## src/sso_pkg.sv

```systemverilog
package sso_pkg;

  // ----------------------------------------------------------------
  // Widths and limits
  // ----------------------------------------------------------------
  localparam int          SPD_W        = 16;
  localparam int          NUM_TERM     = 3;
  localparam int          IRQ_W        = 4;
  localparam logic [13:0] ROT_LVL_MIN  = 14'h0001;
  localparam logic [13:0] ROT_LVL_MAX  = 14'h2710;
  localparam logic [13:0] ROT_LVL_DEF  = 14'h0014;
  localparam logic [9:0]  HOLD_MS_MIN  = 10'h014;
  localparam logic [9:0]  HOLD_MS_MAX  = 10'h3E8;
  localparam logic [9:0]  HOLD_MS_DEF  = 10'h014;
  localparam logic [6:0]  MATCH_MAX    = 7'h64;
  localparam logic [6:0]  MATCH_DEF    = 7'h0A;
  localparam logic [15:0] SEL_DEF      = 16'h0000;

  // ----------------------------------------------------------------
  // Register byte offsets
  // ----------------------------------------------------------------
  localparam logic [5:0] OFS_ROT_LVL   = 6'h00;
  localparam logic [5:0] OFS_HOLD      = 6'h04;
  localparam logic [5:0] OFS_SEL_ONE   = 6'h08;
  localparam logic [5:0] OFS_SEL_TWO   = 6'h0C;
  localparam logic [5:0] OFS_SEL_THREE = 6'h10;
  localparam logic [5:0] OFS_CFG       = 6'h14;
  localparam logic [5:0] OFS_MATCH     = 6'h18;
  localparam logic [5:0] OFS_STATUS    = 6'h1C;
  localparam logic [5:0] OFS_IRQ_ST    = 6'h20;
  localparam logic [5:0] OFS_IRQ_MASK  = 6'h24;

  // ----------------------------------------------------------------
  // Field positions and default terminal pairs
  // ----------------------------------------------------------------
  localparam int         SEL_MATCH_LSB = 0;
  localparam int         SEL_RUN_LSB   = 4;
  localparam int         SEL_RDY_LSB   = 8;
  localparam int         SEL_WARN_LSB  = 12;
  localparam int         SEL_POSITION_OUT_A_LSB  = 0;
  localparam logic [3:0] PAIR_NONE     = 4'h0;
  localparam logic [3:0] PAIR_MATCH_DEF = 4'h1;
  localparam logic [3:0] PAIR_RUN_DEF  = 4'h2;
  localparam logic [3:0] PAIR_RDY_DEF  = 4'h3;
  localparam int         CFG_WCODE_BIT = 0;
  localparam int         CFG_ABS_BIT   = 1;
  localparam int         IRQ_RUN       = 0;
  localparam int         IRQ_TRIP      = 1;
  localparam int         IRQ_WARN      = 2;
  localparam int         IRQ_ALARM     = 3;

  // ----------------------------------------------------------------
  // Timing
  // ----------------------------------------------------------------
  localparam int MS_NS      = 1000000;
  localparam int CLK_NS     = 40;
  localparam int CYC_PER_MS = MS_NS / CLK_NS;
  localparam int PRE_W      = 20;

  typedef enum logic [1:0] {PWR_ON, PWR_HOLD, PWR_TRIP} sso_pwr_e;

  typedef struct packed {
    logic              read;
    logic              write;
    logic [5:0]        address;
    logic [31:0]       writedata;
    logic [3:0]        byteenable;
  } sso_avs_req_s;

  typedef struct packed {
    logic signed [SPD_W-1:0] motor_speed;
    logic signed [SPD_W-1:0] speed_ref;
    logic                    servo_alarm;
    logic [2:0]              alarm_code;
    logic                    main_power_on;
    logic                    control_power_ok;
    logic                    undervolt_alarm;
    logic                    sensor_on_input;
    logic                    abs_data_sent;
    logic                    overload_warn;
    logic                    regen_warn;
    logic                    position_position_out_a;
  } sso_drv_s;

endpackage : sso_pkg

```

## src/sso_status_outputs.sv

```systemverilog
`timescale 1ns/10ps

module sso_status_outputs #(
  parameter int CYC_PER_MS = sso_pkg::CYC_PER_MS
) (
  input  wire logic                        mclk,                 // Control clock, 25 MHz.
  input  wire logic                        rst_n,                // Synchronous reset, active low.
  input  wire sso_pkg::sso_avs_req_s       avs_req,              // Avalon-MM request.
  output logic [31:0]                      avs_readdata,         // Avalon-MM read data.
  output logic                             avs_waitrequest,      // Avalon-MM wait request.
  input  wire sso_pkg::sso_drv_s           drv,                  // Drive status inputs.
  output logic [sso_pkg::NUM_TERM-1:0]     term_n,               // Terminal pairs, low means closed.
  output logic                             code_line_one_n,      // Code line one, low means on.
  output logic                             code_line_two_n,      // Code line two, low means on.
  output logic                             code_line_three_n,    // Code line three, low means on.
  output logic                             running_indicator,    // Status display running lamp.
  output logic                             speed_detect_monitor, // Monitor view running flag.
  output logic                             motor_on,             // Motor energised.
  output logic                             irq                   // Level interrupt.
);
  import sso_pkg::*;

  typedef struct packed {
    logic [13:0]         rot_lvl;
    logic [9:0]          hold_ms;
    logic [15:0]         sel_one;
    logic [15:0]         sel_two;
    logic [15:0]         sel_three;
    logic [1:0]          cfg;
    logic [6:0]          match_w;
    logic [IRQ_W-1:0]    irq_st;
    logic [IRQ_W-1:0]    irq_mask;
    logic                irq;
    logic                bus_wait;
    logic [31:0]         rdata;
    sso_pwr_e            pwr;
    logic [PRE_W-1:0]    pre;
    logic [9:0]          ms_cnt;
    logic                running;
    logic                ready;
    logic                warning;
    logic                match;
    logic                motor_on;
    logic [NUM_TERM-1:0] term_n;
    logic [2:0]          code_n;
  } sso_st_s;

  sso_st_s st_r;
  sso_st_s st_nxt;

  logic [SPD_W:0]      spd_abs;
  logic [SPD_W:0]      err_abs;
  logic signed [SPD_W:0] err;
  logic                req;
  logic                alarm_ev;
  logic [31:0]         status_word;
  logic [31:0]         wmask;
  logic [31:0]         wval;
  logic [2:0]          code;
  logic [NUM_TERM-1:0] term_act;

  // ----------------------------------------------------------------
  // Helpers
  // ----------------------------------------------------------------
  function automatic logic pair_hit(input logic [3:0] field, input logic [3:0] dflt, input int idx);
    logic [3:0] pick;
    pick = (field == PAIR_NONE) ? dflt : field;
    return pick == 4'(idx + 1);
  endfunction : pair_hit

  assign req = avs_req.read | avs_req.write;

  // ----------------------------------------------------------------
  // Terminal allocation
  // ----------------------------------------------------------------
  genvar gi;
  generate
    for (gi = 0; gi < NUM_TERM; gi++)
    begin : g_term
      assign term_act[gi] =
        (st_nxt.running && pair_hit(st_r.sel_one[SEL_RUN_LSB +: 4], PAIR_RUN_DEF, gi)) |
        (st_nxt.ready   && pair_hit(st_r.sel_one[SEL_RDY_LSB +: 4], PAIR_RDY_DEF, gi)) |
        (st_nxt.match   && pair_hit(st_r.sel_one[SEL_MATCH_LSB +: 4], PAIR_MATCH_DEF, gi)) |
        (st_nxt.warning && pair_hit(st_r.sel_two[SEL_WARN_LSB +: 4], PAIR_NONE, gi)) |
        (drv.position_position_out_a && pair_hit(st_r.sel_three[SEL_POSITION_OUT_A_LSB +: 4], PAIR_NONE, gi));
    end
  endgenerate

  // ----------------------------------------------------------------
  // Next state
  // ----------------------------------------------------------------
  always_comb
  begin
    st_nxt = st_r;
    spd_abs = drv.motor_speed[SPD_W-1] ? (SPD_W+1)'(-drv.motor_speed) : (SPD_W+1)'(drv.motor_speed);
    err = (SPD_W+1)'(drv.speed_ref) - (SPD_W+1)'(drv.motor_speed);
    err_abs = err[SPD_W] ? (SPD_W+1)'(-err) : (SPD_W+1)'(err);
    wmask = {{8{avs_req.byteenable[3]}}, {8{avs_req.byteenable[2]}},
             {8{avs_req.byteenable[1]}}, {8{avs_req.byteenable[0]}}};
    status_word = 32'h0000_0000;
    wval = 32'h0000_0000;
    code = 3'h0;
    alarm_ev = 1'b0;

    st_nxt.running = spd_abs > (SPD_W+1)'(st_r.rot_lvl);
    st_nxt.ready = !drv.servo_alarm && drv.main_power_on &&
                   (!st_r.cfg[CFG_ABS_BIT] || (drv.sensor_on_input && drv.abs_data_sent));
    st_nxt.warning = drv.overload_warn | drv.regen_warn;
    st_nxt.match = err_abs < (SPD_W+1)'(st_r.match_w);

    unique case (st_r.pwr)
      PWR_ON:
      begin
        st_nxt.pre = '0;
        st_nxt.ms_cnt = 10'h000;
        if (!drv.main_power_on)
          st_nxt.pwr = PWR_HOLD;
      end
      PWR_HOLD:
      begin
        if (drv.main_power_on)
          st_nxt.pwr = PWR_ON;
        else if (st_r.ms_cnt >= st_r.hold_ms)
          st_nxt.pwr = PWR_TRIP;
        else if (st_r.pre == PRE_W'(CYC_PER_MS - 1))
        begin
          st_nxt.pre = '0;
          st_nxt.ms_cnt = st_r.ms_cnt + 10'h001;
        end
        else
          st_nxt.pre = st_r.pre + PRE_W'(1);
      end
      PWR_TRIP:
      begin
        if (drv.main_power_on)
          st_nxt.pwr = PWR_ON;
      end
    endcase
    st_nxt.motor_on = drv.control_power_ok && !drv.undervolt_alarm && st_nxt.pwr != PWR_TRIP;

    if (drv.servo_alarm)
      code = drv.alarm_code;
    else if (st_r.cfg[CFG_WCODE_BIT] && drv.overload_warn)
      code = 3'h1;
    else if (st_r.cfg[CFG_WCODE_BIT] && drv.regen_warn)
      code = 3'h2;
    st_nxt.code_n = ~code;
    st_nxt.term_n = ~term_act;

    status_word[0] = st_r.running;
    status_word[1] = st_r.ready;
    status_word[2] = st_r.warning;
    status_word[3] = st_r.motor_on;
    status_word[4] = st_r.match;
    status_word[5] = drv.position_position_out_a;
    status_word[10:8] = st_r.term_n;
    status_word[14:12] = st_r.code_n;
    status_word[17:16] = st_r.pwr;

    // Avalon slave: first cycle latches read data and drops waitrequest together.
    if (req && st_r.bus_wait)
    begin
      st_nxt.bus_wait = 1'b0;
      unique case (avs_req.address)
        OFS_ROT_LVL:   st_nxt.rdata = 32'(st_r.rot_lvl);
        OFS_HOLD:      st_nxt.rdata = 32'(st_r.hold_ms);
        OFS_SEL_ONE:   st_nxt.rdata = 32'(st_r.sel_one);
        OFS_SEL_TWO:   st_nxt.rdata = 32'(st_r.sel_two);
        OFS_SEL_THREE: st_nxt.rdata = 32'(st_r.sel_three);
        OFS_CFG:       st_nxt.rdata = 32'(st_r.cfg);
        OFS_MATCH:     st_nxt.rdata = 32'(st_r.match_w);
        OFS_STATUS:    st_nxt.rdata = status_word;
        OFS_IRQ_ST:    st_nxt.rdata = 32'(st_r.irq_st);
        OFS_IRQ_MASK:  st_nxt.rdata = 32'(st_r.irq_mask);
        default:       st_nxt.rdata = 32'h0000_0000;
      endcase
    end
    else if (req)
    begin
      st_nxt.bus_wait = 1'b1;
    end

    if (avs_req.write && !st_r.bus_wait)
    begin
      unique case (avs_req.address)
        OFS_ROT_LVL:
        begin
          wval = (32'(st_r.rot_lvl) & ~wmask) | (avs_req.writedata & wmask);
          st_nxt.rot_lvl = (wval < 32'(ROT_LVL_MIN)) ? ROT_LVL_MIN :
                           (wval > 32'(ROT_LVL_MAX)) ? ROT_LVL_MAX : wval[13:0];
        end
        OFS_HOLD:
        begin
          wval = (32'(st_r.hold_ms) & ~wmask) | (avs_req.writedata & wmask);
          st_nxt.hold_ms = (wval < 32'(HOLD_MS_MIN)) ? HOLD_MS_MIN :
                           (wval > 32'(HOLD_MS_MAX)) ? HOLD_MS_MAX : wval[9:0];
        end
        OFS_SEL_ONE:
        begin
          wval = (32'(st_r.sel_one) & ~wmask) | (avs_req.writedata & wmask);
          st_nxt.sel_one = wval[15:0];
        end
        OFS_SEL_TWO:
        begin
          wval = (32'(st_r.sel_two) & ~wmask) | (avs_req.writedata & wmask);
          st_nxt.sel_two = wval[15:0];
        end
        OFS_SEL_THREE:
        begin
          wval = (32'(st_r.sel_three) & ~wmask) | (avs_req.writedata & wmask);
          st_nxt.sel_three = wval[15:0];
        end
        OFS_CFG:
        begin
          wval = (32'(st_r.cfg) & ~wmask) | (avs_req.writedata & wmask);
          st_nxt.cfg = wval[1:0];
        end
        OFS_MATCH:
        begin
          wval = (32'(st_r.match_w) & ~wmask) | (avs_req.writedata & wmask);
          st_nxt.match_w = (wval > 32'(MATCH_MAX)) ? MATCH_MAX : wval[6:0];
        end
        OFS_IRQ_ST:
        begin
          wval = avs_req.writedata & wmask;
          st_nxt.irq_st = st_r.irq_st & ~wval[IRQ_W-1:0];
        end
        OFS_IRQ_MASK:
        begin
          wval = (32'(st_r.irq_mask) & ~wmask) | (avs_req.writedata & wmask);
          st_nxt.irq_mask = wval[IRQ_W-1:0];
        end
        default:
        begin
          wval = 32'h0000_0000;
        end
      endcase
    end

    // Events set sticky bits after any clear, so a set wins.
    alarm_ev = drv.servo_alarm;
    st_nxt.irq_st[IRQ_RUN]   = st_nxt.irq_st[IRQ_RUN]   | (st_nxt.running && !st_r.running);
    st_nxt.irq_st[IRQ_TRIP]  = st_nxt.irq_st[IRQ_TRIP]  | (st_nxt.pwr == PWR_TRIP && st_r.pwr != PWR_TRIP);
    st_nxt.irq_st[IRQ_WARN]  = st_nxt.irq_st[IRQ_WARN]  | (st_nxt.warning && !st_r.warning);
    st_nxt.irq_st[IRQ_ALARM] = st_nxt.irq_st[IRQ_ALARM] | alarm_ev;
    st_nxt.irq = |(st_nxt.irq_st & st_nxt.irq_mask);
  end

  // ----------------------------------------------------------------
  // State register
  // ----------------------------------------------------------------
  always_ff @(posedge mclk)
  begin
    if (!rst_n)
    begin
      st_r           <= '0;
      st_r.rot_lvl   <= ROT_LVL_DEF;
      st_r.hold_ms   <= HOLD_MS_DEF;
      st_r.sel_one   <= SEL_DEF;
      st_r.sel_two   <= SEL_DEF;
      st_r.sel_three <= SEL_DEF;
      st_r.match_w   <= MATCH_DEF;
      st_r.bus_wait  <= 1'b1;
      st_r.pwr       <= PWR_ON;
      st_r.term_n    <= '1;
      st_r.code_n    <= '1;
    end
    else
      st_r <= st_nxt;
  end

  assign avs_readdata         = st_r.rdata;
  assign avs_waitrequest      = st_r.bus_wait;
  assign term_n               = st_r.term_n;
  assign code_line_one_n      = st_r.code_n[0];
  assign code_line_two_n      = st_r.code_n[1];
  assign code_line_three_n    = st_r.code_n[2];
  assign running_indicator    = st_r.running;
  assign speed_detect_monitor = st_r.running;
  assign motor_on             = st_r.motor_on;
  assign irq                  = st_r.irq;
endmodule : sso_status_outputs

```

## config.mk

```make
export PLATFORM = sky130hd
export DESIGN_NAME = sso_status_outputs
export DESIGN_NICKNAME = d
export VERILOG_FILES = /design/src/sso_pkg.sv /design/src/sso_status_outputs.sv
export SDC_FILE = /design/constraint.sdc
export NUM_CORES = 1
export LEC_CHECK = 0
export BUFFER_PORTS_ARGS = -buffer_cell sky130_fd_sc_hd__clkbuf_2
export CORE_MARGIN = 8
export CORE_UTILIZATION = 40
export CTS_CLUSTER_SIZE = 10
export DETAILED_ROUTE_END_ITERATION = 16
export SLEW_MARGIN = 30
export SYNTH_ARGS = -nofsm -noshare
export SYNTH_HDL_FRONTEND = slang
export SYNTH_SLANG_ARGS = --single-unit
```

## constraint.sdc

```tcl
create_clock -name mclk -period 10.1 [get_ports mclk]
set_input_delay 1.515 -clock mclk [delete_from_list [all_inputs] [get_ports mclk]]
set_output_delay 1.515 -clock mclk [all_outputs]
set_load 0.05 [all_outputs]
```

==> results.md, run 1 <==
Worst setup path:
- The longest individual stage delay on the worst path is 580 ps.
- The signal on the critical path passes through clkbuf_2, ha_1, fa_1, nand2b_1, a21oi_2, o21ai_1, o2bb2ai_1, buf_4, nor2_1, a21oi_1, ha_1, a21boi_0, o21a_1, o21a_1, o21ai_0, nand2b_1, a31oi_1, o211ai_1, or4_4, nor4_2, a21oi_1.
- For the worst setup path, the data arrival time is about 5800 ps.
- Along the worst path, the maximum fanout reaches 17.
- STA puts the critical path data required time at 10,400 ps.
- The worst setup path is launched from an input pin.
- The critical-path cell with the highest stage delay is or4_4.
- The number of buffers and inverters on the critical path is 2.
- The kind of cell with the highest combined delay on the critical path is compound AO/OA/AOI/OAI gates.
- STA classifies the critical path endpoint as a register.
- The critical path class is in2reg.

Global routing:
- For this run, the total global-route usage over all layers was measured as 19.5%.
- The pin count of the biggest net entering global routing is 67.
- The first global-routing pass estimated 49.3 mm of wire.
- The via count of the first global-routing pass is around 9,000.
- The number of antenna violations at the first check in global routing came to 2.
- After global routing the overflow that remains totals 0.

Floorplanning:
- The effective utilization at floorplan is 40.7%.
- From bottom edge to top edge, the die measures 176 um.
- The floorplan die area is 0.0309 sq mm.
- In this run the standard cell core region covers 0.0251 sq mm.
- From left edge to right edge, the die measures 176 um.
- The site row count is 58.
- During I/O placement, the number of pins put on the boundary was 133.

Synthesis:
- The post-synthesis cell area is 0.0102 sq mm.
- Yosys mapped a number of flops with a built-in enable equal to 0.
- Of the synthesized area, sequential elements account for 29.8%.
- The post-synthesis register bit count is 152.
- The number of warnings issued by yosys is 0.
- For this run, asynchronously set or reset flops after synthesis account for 0%.
- Counting every instance in the synthesized netlist gives 1,266.
- Synthesis instantiated 85 different standard cells from the library.
- The post-synthesis area per instance is a little over 8 sq um.
- The most used flip-flop cell after synthesis is dfxtp_1.

Routing:
- The detailed-route wire length is between 30 and 40 mm.
- The remaining antenna violation count after routing is 0.
- The post-detailed-route via-to-cell ratio is 5.78.
- After the first detailed-routing iteration, the DRC count stood at about 840.
- The remaining routing DRC violations is 0.
- The routed layout has 9,656 vias.
- The first detailed-routing pass took 9 iterations.
- The average wire per standard cell is around 19 um.

Timing:
- Hold timing on the final database bottoms out at a slack of 467 ps.
- After routing, the total negative slack on setup checks comes to 0 ps.
- The clock period could shrink to 5540 ps.
- The actual slew at the worst max-slew pin is around 840 ps.
- The number of hold violations in the final report was 0.
- The setup clock skew after layout is 12.5 ps.
- The highest clock rate is 181 MHz.
- The number of setup violations in the final report is 0.
- The count of final max-slew check failures was 0.
- The worst path uses between 50 and 60% of the clock period.
- Across all setup checks in the final design, the least slack found is 4560 ps.
- Measured against its own limit, the worst slew margin works out to around 44%.
- Setup repair after global routing left no endpoint under its margin.

Hold path:
- The type of the most critical hold path is reg2reg.

Layout:
- The number of antenna diodes in the final layout is 0.
- Once layout is complete, the cells apart from fillers number 1,670.
- The net total in the final layout is 1,471.
- The library cells used most frequently in the layout, excluding fill and tap cells, are dfxtp_1, clkbuf_2, nand2_1, nor2_1, o21ai_0.
- The fraction of layout instances using a drive strength above 1 is 14.6%.
- The layout-stage area growth over the synthesis result is 12.0%.
- The leading cell type in the layout, fill and taps excluded is dfxtp_1.

Power:
- For this design the ratio of total power to cell area is 136 mW/mm^2.
- The leakage component of the power is 4.53 nW.
- IR analysis of the VDD net gives a maximum drop of between 0.0001 and 0.00015 V.

Job:
- Max-cap violations in this run came to 0.

Clocking:
- Once the clock tree was built, the resizer swapped 0 gates to a different size.
- CTS built an H-tree with a depth of 4.
- Hold repair after CTS inserted 0 buffers.
- The latest clock arrival within the worst-skew pair is roughly 430 ps.
- TritonCTS built the clock tree.
- TritonCTS created 17 clock buffers.
- The clock net in this run drives a total of 152 sinks.
- Counting along the longest clock path gives a buffer depth of 2.
- After clock tree synthesis, the clock-pin slew on the worst setup and hold paths is 60 ps.
- The root buffer cell chosen for the clock tree is clkbuf_16.
- The buffer count from post-CTS setup fixing is 0.

Place:
- Including well taps, the total number of placed cells is 1,638.
- Port buffering added 118 buffers.
- The half-perimeter wire length after placement is 23.2 mm.
- The final weighted congestion in routability-driven placement is 0.891.
- Before CTS, the worst setup slack after placement is 4130 ps.

Outcome:
- The flow ran to the end, and the final reports show no timing, DRC or antenna violations.
[final cells by class]
type / instances / area [sq um]
repair buffers: 131 / 691
fillers: 2519 / 13700
inverters: 69 / 259
multi-input cells: 956 / 6450
clock buffers: 20 / 467
clock inverters: 12 / 118
well taps: 330 / 413
flip-flops and latches: 152 / 3040
[final timing paths]
check	startpoint	to	slack, ps	cells after the start
setup / recovery	drv[28]	term_n[2]	4560	21
hold / removal	avs_readdata[16]	avs_readdata[16]	470	2
setup reg to reg	st_r[11]	st_r[12]	6550	11
hold reg to reg	avs_readdata[16]	avs_readdata[16]	470	2
[worst reg2reg max path, delay by kind of cell (launching register included)]
family,cells,cell delay (ps)
fa+ha+maj,1,290
compound gates,7,1960
flops,1,440
simple gates,2,620
buf+inv,1,120
[synth_stat cells (all sizes together), types with 7 or more instances]
cell type,n,area share (%)
a21boi,33,2.5
a21o,15,1.1
a21oi,53,2.7
a221oi,11,0.94
a222oi,7,0.69
a22oi,27,2.0
a31oi,17,1.0
and2,19,1.2
and3,16,0.98
buf,46,3.1
clkbuf,56,2.1
dfxtp,152,30
ha,53,6.5
inv,69,2.5
mux2i,35,3.4
nand2,101,3.7
nand2b,17,1.0
nand3,49,2.5
nand4,19,1.2
nor2,75,2.8
nor2b,58,3.6
nor3,20,0.98
nor4,12,0.80
o2111ai,13,1.1
o211ai,19,1.4
o21a,10,0.74
o21ai,76,3.7
o22ai,10,0.61
o31ai,11,0.86
or3,7,0.43
or4,12,0.92
xnor2,20,1.7
xor2,34,3.0
[layer usage]
layer  global-route usage [%]  vias up  share of wire (%)
met5                        0        -              0.087
met4                     4.73        4                1.5
met3                     5.02       36                7.8
met2                     30.6      312                 44
met1                     26.3     4600                 46
li1                         -     4704                  -
[cell families after synthesis]
family,after synthesis,synth area share [%]
flops,152,29.8
other cells,1,0.0367
mux,40,4.09
simple gates,433,22.3
xor+xnor,54,4.70
buf+inv,171,7.66
compound gates,361,24.7
fa+ha+maj,54,6.69
[power by group]
| group | internal [mW] | switching, mW |
|---|---|---|
| clock | 0.362 | 0.263 |
| combinational | 0.109 | 0.204 |
| sequential | 0.608 | 0.00699 |
[per-stage QoR]
stage                     util [%]  instance area [sq um]  power, mW
after floorplan                  -                  10300      0.861
after global placement        43.2                  10900      0.936
after detailed placement      43.2                  10900      0.938
after CTS                     45.5                  11400       1.56
after global routing          45.5                  11400       1.62
final                         45.5                  11400       1.55
No activity file was read; power rests on OpenSTA's default activity.
==> inputs of run 2 (changes only) <==
clock period = 4.8 ns   (was 10.1 ns; I/O delays follow)
==> results.md, run 2 (synthesis results as in run 1) <==
Global routing:
- The number of antenna violations at the first check in global routing came to 1.
- The first global-routing pass estimated between 50 and 60 mm of wire.
- The total congestion overflow after global routing is 0.
- Entering global routing, the biggest net connects 71 pins.
- The via count of the first global-routing pass is 9,269.
- The overall track demand over capacity in global routing is 19.9%.

Routing:
- The first-pass detailed-route iteration total is 5.
- For this block, the via count after detailed routing is 9,639.
- The remaining antenna violation count after routing is 0.
- The remaining routing DRC violations is 0.
- The routed design has around 31 mm of wire.
- In the final routed layout, each cell accounts on average for 18.5 um.
- The number of DRC violations after detailed-routing iteration 0 is ~920.
- The post-detailed-route via-to-cell ratio is 5.69.

Layout:
- The top cell types in the final layout, fill and taps aside, are dfxtp_1, clkbuf_2, nand2_1, nor2_1, o21ai_0.
- The final layout contains 1,496 nets.
- The count of inserted antenna diode cells is 0.
- The end-of-flow core utilization is 46.2%.
- In the final layout, flip-flops and latches occupy 0.00304 sq mm.
- The number of fill cells is 2,591.
- The leading cell type in the layout, fill and taps excluded is dfxtp_1.
- The multi-input combinational cell area is 0.00645 sq mm.
- The post-layout instance area is 0.0116 sq mm.
- The filler-free cell count of the finished design is 1,695.
- In the final layout, the share of cells above drive strength 1 is roughly 16%.
- The layout-stage area growth over the synthesis result is 13.5%.

Hold path:
- The tightest min-delay check is of the in2reg type.

Worst setup path:
- By startpoint and endpoint, the worst setup path is classified as in2reg.
- The data required time at the worst endpoint is 5110 ps.
- The element type at the critical path end is a register.
- The startpoint type of the worst setup path is an input pin.
- At the worst endpoint, the arrival time is approximately 4700 ps.
- The maximum fanout encountered on the critical timing path is 5.

Timing:
- For the pin with the worst max-slew slack, the measured transition is 744 ps.
- Derived from the worst setup path, the maximum achievable clock frequency is between 200 and 250 MHz.
- Headroom to the max-slew limit came out at 50.3%.
- Setup repair after global routing left no endpoint under its margin.
- For the final database, setup skew stands at approximately 11 ps.
- After layout, the minimum clock period comes to roughly 4400 ps.
- Setup violations remaining at the end of the flow were counted as 0.
- The number of hold violations in the final report is 0.
- In the finished design, the share of the clock period the worst path needs comes to around nine tenths.
- The count of final max-slew check failures came to 0.

Floorplanning:
- The core region is ~0.025 sq mm.
- The horizontal extent of the die is 176 um.
- The effective utilization at floorplan is a little over 40%.
- In this run the core area contains just under 60 standard-cell rows.
- The I/O pin count is approximately 130.
- The die covers between 0.03 and 0.04 sq mm.
- The die is ~180 um tall.

Job:
- The reported max-cap violation count is 0.

Place:
- The total cell area at the placement stage is 0.0110 sq mm.
- The cell count after placement is about 1,700.
- Routability-driven placement finished with a final weighted congestion of 0.893.
- Once detailed placement completed, the half-perimeter wirelength came to between 20 and 25 mm.
- The number of port buffers is between 100 and 150.

Clocking:
- The number of gates given a new drive strength after cts is 0.
- In this run, post-CTS hold repair placed 0 buffers.
- The number of H-tree levels is 4.
- Counting every sink on the clock net gives around 150.
- Clock tree synthesis selected as its root buffer the cell clkbuf_16.
- The number of setup buffers added after CTS is 0.
- The clock tree from TritonCTS is done.
- The largest buffer count on any clock path is 2.
- The clock-pin transition on the worst setup and hold timing paths is 70 ps.
- The latest clock arrival within the worst-skew pair is 430 ps.
- The number of buffers inserted during clock tree synthesis is 17.

Power:
- The worst vdd rail ir drop is between 0.0002 and 0.00025 V.
- The total power of the final layout is 3.24 mW.
- The leakage component of the power is 4.64 nW.
- The power per cell area is 279 mW/mm^2.

Outcome:
- The run finished with clean final reports.
-- run 2: changes by cell type in the layout (fill, tap and decap cells not counted), sizes merged --
| cell | change |
|---|---|
| buf | +25 |
| bufinv | -1 |
| clkinv | -1 |
| clkinvlp | +1 |
| inv | +1 |
-- run 2: layout make-up --
cell class,count,area share [%]
clock buffer,20,3.94
timing repair buffer,156,7.58
inverter,69,2.23
clock inverter,12,0.799
multi-input combinational,956,55.6
sequential,152,26.2
tap,330,3.56
-- run 2: critical path, cell delays in order --
cell	delay, ps
clkbuf_2	120
ha_1	220
fa_1	390
nand2b_1	180
a21oi_2	150
o21ai_1	120
o2bb2ai_2	270
nor2_1	60
a21oi_1	150
ha_1	250
a21boi_0	120
o21a_1	180
o21a_1	160
o21ai_0	140
nand2b_1	80
a31oi_1	170
o211ai_1	110
or4_4	570
nor4_2	370
a21oi_1	120
-- run 2: final timing paths --
kind	to	slack, ps	cells past startpoint	start
min reg2reg	avs_readdata[16]	470	2	avs_readdata[16]
max reg2reg	st_r[40]	1350	13	st_r[11]
min	code_line_three_n	460	2	drv[10]
max	term_n[2]	450	20	drv[28]
-- run 2: per-stage QoR --
stage / worst slack (ps) / TNS (ps) / hold slack [ps]
after floorplan: 11.3 / 0 / 439
after global placement: 74.5 / 0 / 457
after detailed placement: -3.91 / -6.72 / 464
after CTS: 434 / 0 / 448
after global routing: 79.9 / 0 / 445
final: 445 / 0 / 461
-- run 2: per-layer routing --
layer  share of wire (%)  track usage (%)
met3                 6.7             3.50
met4                0.83             4.17
met5               0.042                0
met2                  45             31.9
met1                  47             27.4
-- run 2: power breakdown --
group | total (mW) | leakage [nW] | switching, mW | internal [mW]
Combinational | 0.682 | 3.15 | 0.435 | 0.247
Clock | 1.26 | 0.260 | 0.566 | 0.694
Sequential | 1.29 | 1.23 | 0.0148 | 1.28
Total | 3.24 | 4.64 | 1.02 | 2.22
==> inputs of run 3 (changes only) <==
RECOVER_POWER = 100   (was default)
==> results.md, run 3 (synthesis results as in run 1) <==
Outcome:
- The run finished, with violations left.
- The final reports fail on capacitance limit, slew limit.

Worst setup path:
- For this design, the slowest cell found on the critical path is or4_4.
- The endpoint identified for the worst register-to-register timing path is st_r[40].
- Counting cells, the worst reg-to-reg path comes to 13.
- The longest individual stage delay on the worst path is about 570 ps.
- The worst setup path is of the in2reg kind.
- STA classifies the critical path endpoint as a register.
- The reg-to-reg critical path startpoint is st_r[11].
- Along the worst path, the maximum fanout reaches 5.
- The setup slack of the worst register-to-register path is 760 ps.
- STA puts the critical path data arrival time at between 4000 and 5000 ps.
- The data required time at the worst endpoint is 5110 ps.
- Traced cell by cell, the critical path runs through clkbuf_2, ha_1, fa_1, nand2b_1, a21oi_2, o21ai_1, o2bb2ai_2, nor2_1, a21oi_1, ha_1, a21boi_0, o21a_1, o21a_1, o21ai_0, nand2b_1, a31oi_1, o211ai_1, or4_4, nor4_2, a21oi_1.
- STA classifies the critical path startpoint as an input pin.

Timing:
- In the post-route analysis, the smallest setup slack over all paths is 440 ps.
- The post-route fraction of the period consumed by the critical path is approximately nine tenths.
- Static timing analysis puts the maximum clock frequency at 229 MHz.
- Setup repair after global routing left no endpoint under its margin.
- The worst pin sits at a relative slew slack of -75.8%.
- Counting I/O delays and the setup requirement, the final critical path takes 4360 ps.
- The count of final max-slew check failures is 71.
- Setup violations remaining at the end of the flow were counted as 0.
- At the pin with the least slew margin, the transition time is ~2600 ps.
- On the final layout, the worst clock skew is 10.1 ps.
- The summed negative setup slack over all endpoints is 0 ps.
- The number of hold violations in the final report is 0.

Routing:
- The average wire per standard cell is 18.5 um.
- After detailed routing, the total wire length is ~31 mm.
- In the routed layout, each cell is associated on average with a via count of 5.72.
- The number of DRC violations after detailed-routing iteration 0 is ~850.
- The remaining routing DRC violations is 0.
- For this run, the detailed router's first-pass iteration total came to 5.
- The remaining antenna violation count after routing is 0.
- The count of vias placed by the detailed router is ~9,700.

Layout:
- Summing all multi-input logic gate instances after layout gives 0.00644 sq mm.
- Leaving out fill and tap cells, the most frequent cells in the layout are dfxtp_1, nand2_1, clkbuf_2, nor2_1, o21ai_0.
- Of the cells placed in the final design, the portion with a size suffix greater than 1 is 13.0%.
- Cells fill 45.8% of the core in the end.
- The layout has 2,623 filler cells.
- The finished layout holds 1,695 standard cells, fillers aside.
- From synthesis to final layout, the design area changed by 12.7%.
- The number of antenna diodes in the final layout is 0.
- The leading cell type in the layout, fill and taps excluded is dfxtp_1.
- The flip-flop and latch area is 0.00304 sq mm.
- The net total in the final layout is 1,496.

Place:
- The congestion estimate from routability-driven global placement came to 0.893.
- The half-perimeter wire length after placement is 23.5 mm.
- The number of placed instances, taps included, is about 1,700.
- In this run the tool buffered the top-level ports with 118 buffer cells.
- The worst slack after detailed placement is -3.91 ps.

Floorplanning:
- The floorplan step defined a die boundary enclosing 0.0309 sq mm.
- For this design the top-level I/O count stands at 133.
- The vertical die dimension is 176 um.
- The site row count is between 50 and 60.
- The floorplan step defined a core boundary enclosing ~0.025 sq mm.
- For this configuration, the core starts out at a cell density of between 40% and 50%.
- The horizontal extent of the die is 176 um.

Clocking:
- The largest buffer count on any clock path is 2.
- The tree is rooted in a clkbuf_16.
- Gates resized during post-CTS repair numbered 0.
- The H-tree was split into 4 levels.
- For this design, the CTS-stage hold fixing added 0 buffers.
- In this run the post-CTS setup repair buffer count came out at 0.
- The number of buffers inserted during clock tree synthesis is 17.
- The clock-pin transition on the worst setup and hold timing paths is 70 ps.
- The TritonCTS sink count is about 150.
- TritonCTS built the clock tree.
- The latest clock arrival within the worst-skew pair is 430 ps.

Global routing:
- In the global route stage, overall resource usage came out at between 10% and 20%.
- The first-pass GRT wire length is 50.0 mm.
- The via count of the first global-routing pass is 9,269.
- The number of antenna violations at the first check in global routing was 1.
- Entering global routing, the biggest net connects roughly 70 pins.
- The total congestion overflow after global routing is 0.

Hold path:
- The worst hold path belongs to the class in2reg.
- The number of cells traversed by the worst hold path is 2.
- In this run the most critical hold path is launched from drv[10].
- For hold timing, the worst endpoint is code_line_three_n.

Power:
- The leakage component of the power is 4.50 nW.
- For this design the ratio of total power to cell area is 281 mW/mm^2.
- The worst vdd rail ir drop is 0.000221 V.

Job:
- The reported max-cap violation count is 1.
-- run 3: cell types whose count changed in the layout (fill, tap and decap cells not counted), sizes merged --
cell	change
buf	-9
clkbuf	+9
-- run 3: through the flow --
stage	area, sq um	hold WS, ps	total power [mW]
after floorplan	10300	439	1.81
after global placement	11000	457	1.99
after detailed placement	11000	464	2.00
after CTS	11600	448	3.25
after global routing	11500	445	3.38
final	11500	461	3.23
-- run 3: worst max-delay path: cells and delay by family --
family	cells	cell delay [ps]
AO/OA/AOI/OAI	11	1690
adder cells (fa/ha/maj)	3	870
buffers and inverters	1	120
AND/OR/NAND/NOR	5	1260
-- run 3: layer usage --
layer	routed length, um	vias to the layer above	part of all wire, %	GRT usage (%)
met5	13	-	0.042	0
met4	255	2	0.81	4.17
met3	2100	27	6.7	3.50
met2	14200	332	45	31.9
met1	14700	4586	47	27.4
li1	-	4743	-	-
-- run 3: layout make-up --
cell class                 instances  area share, %
inverter                          69           2.25
clock inverter                    12          0.805
clock buffer                      20           3.97
multi-input combinational        956           55.9
sequential                       152           26.4
timing repair buffer             156           7.01
tap                              330           3.59
-- run 3: report_power, final --
part	internal, mW	switching, mW
sequential	1.28	0.0146
clock	0.694	0.564
combinational	0.243	0.434
total	2.22	1.01
-- run 3: how the worst max path moves through the flow --
stage	start	to	slack, ps
after floorplan	drv[12]	term_n[1]	10
after global placement	drv[28]	term_n[1]	70
after detailed placement	drv[28]	term_n[1]	-4
after CTS	drv[28]	term_n[2]	430
after global routing	drv[12]	term_n[2]	80
final	drv[28]	term_n[2]	440
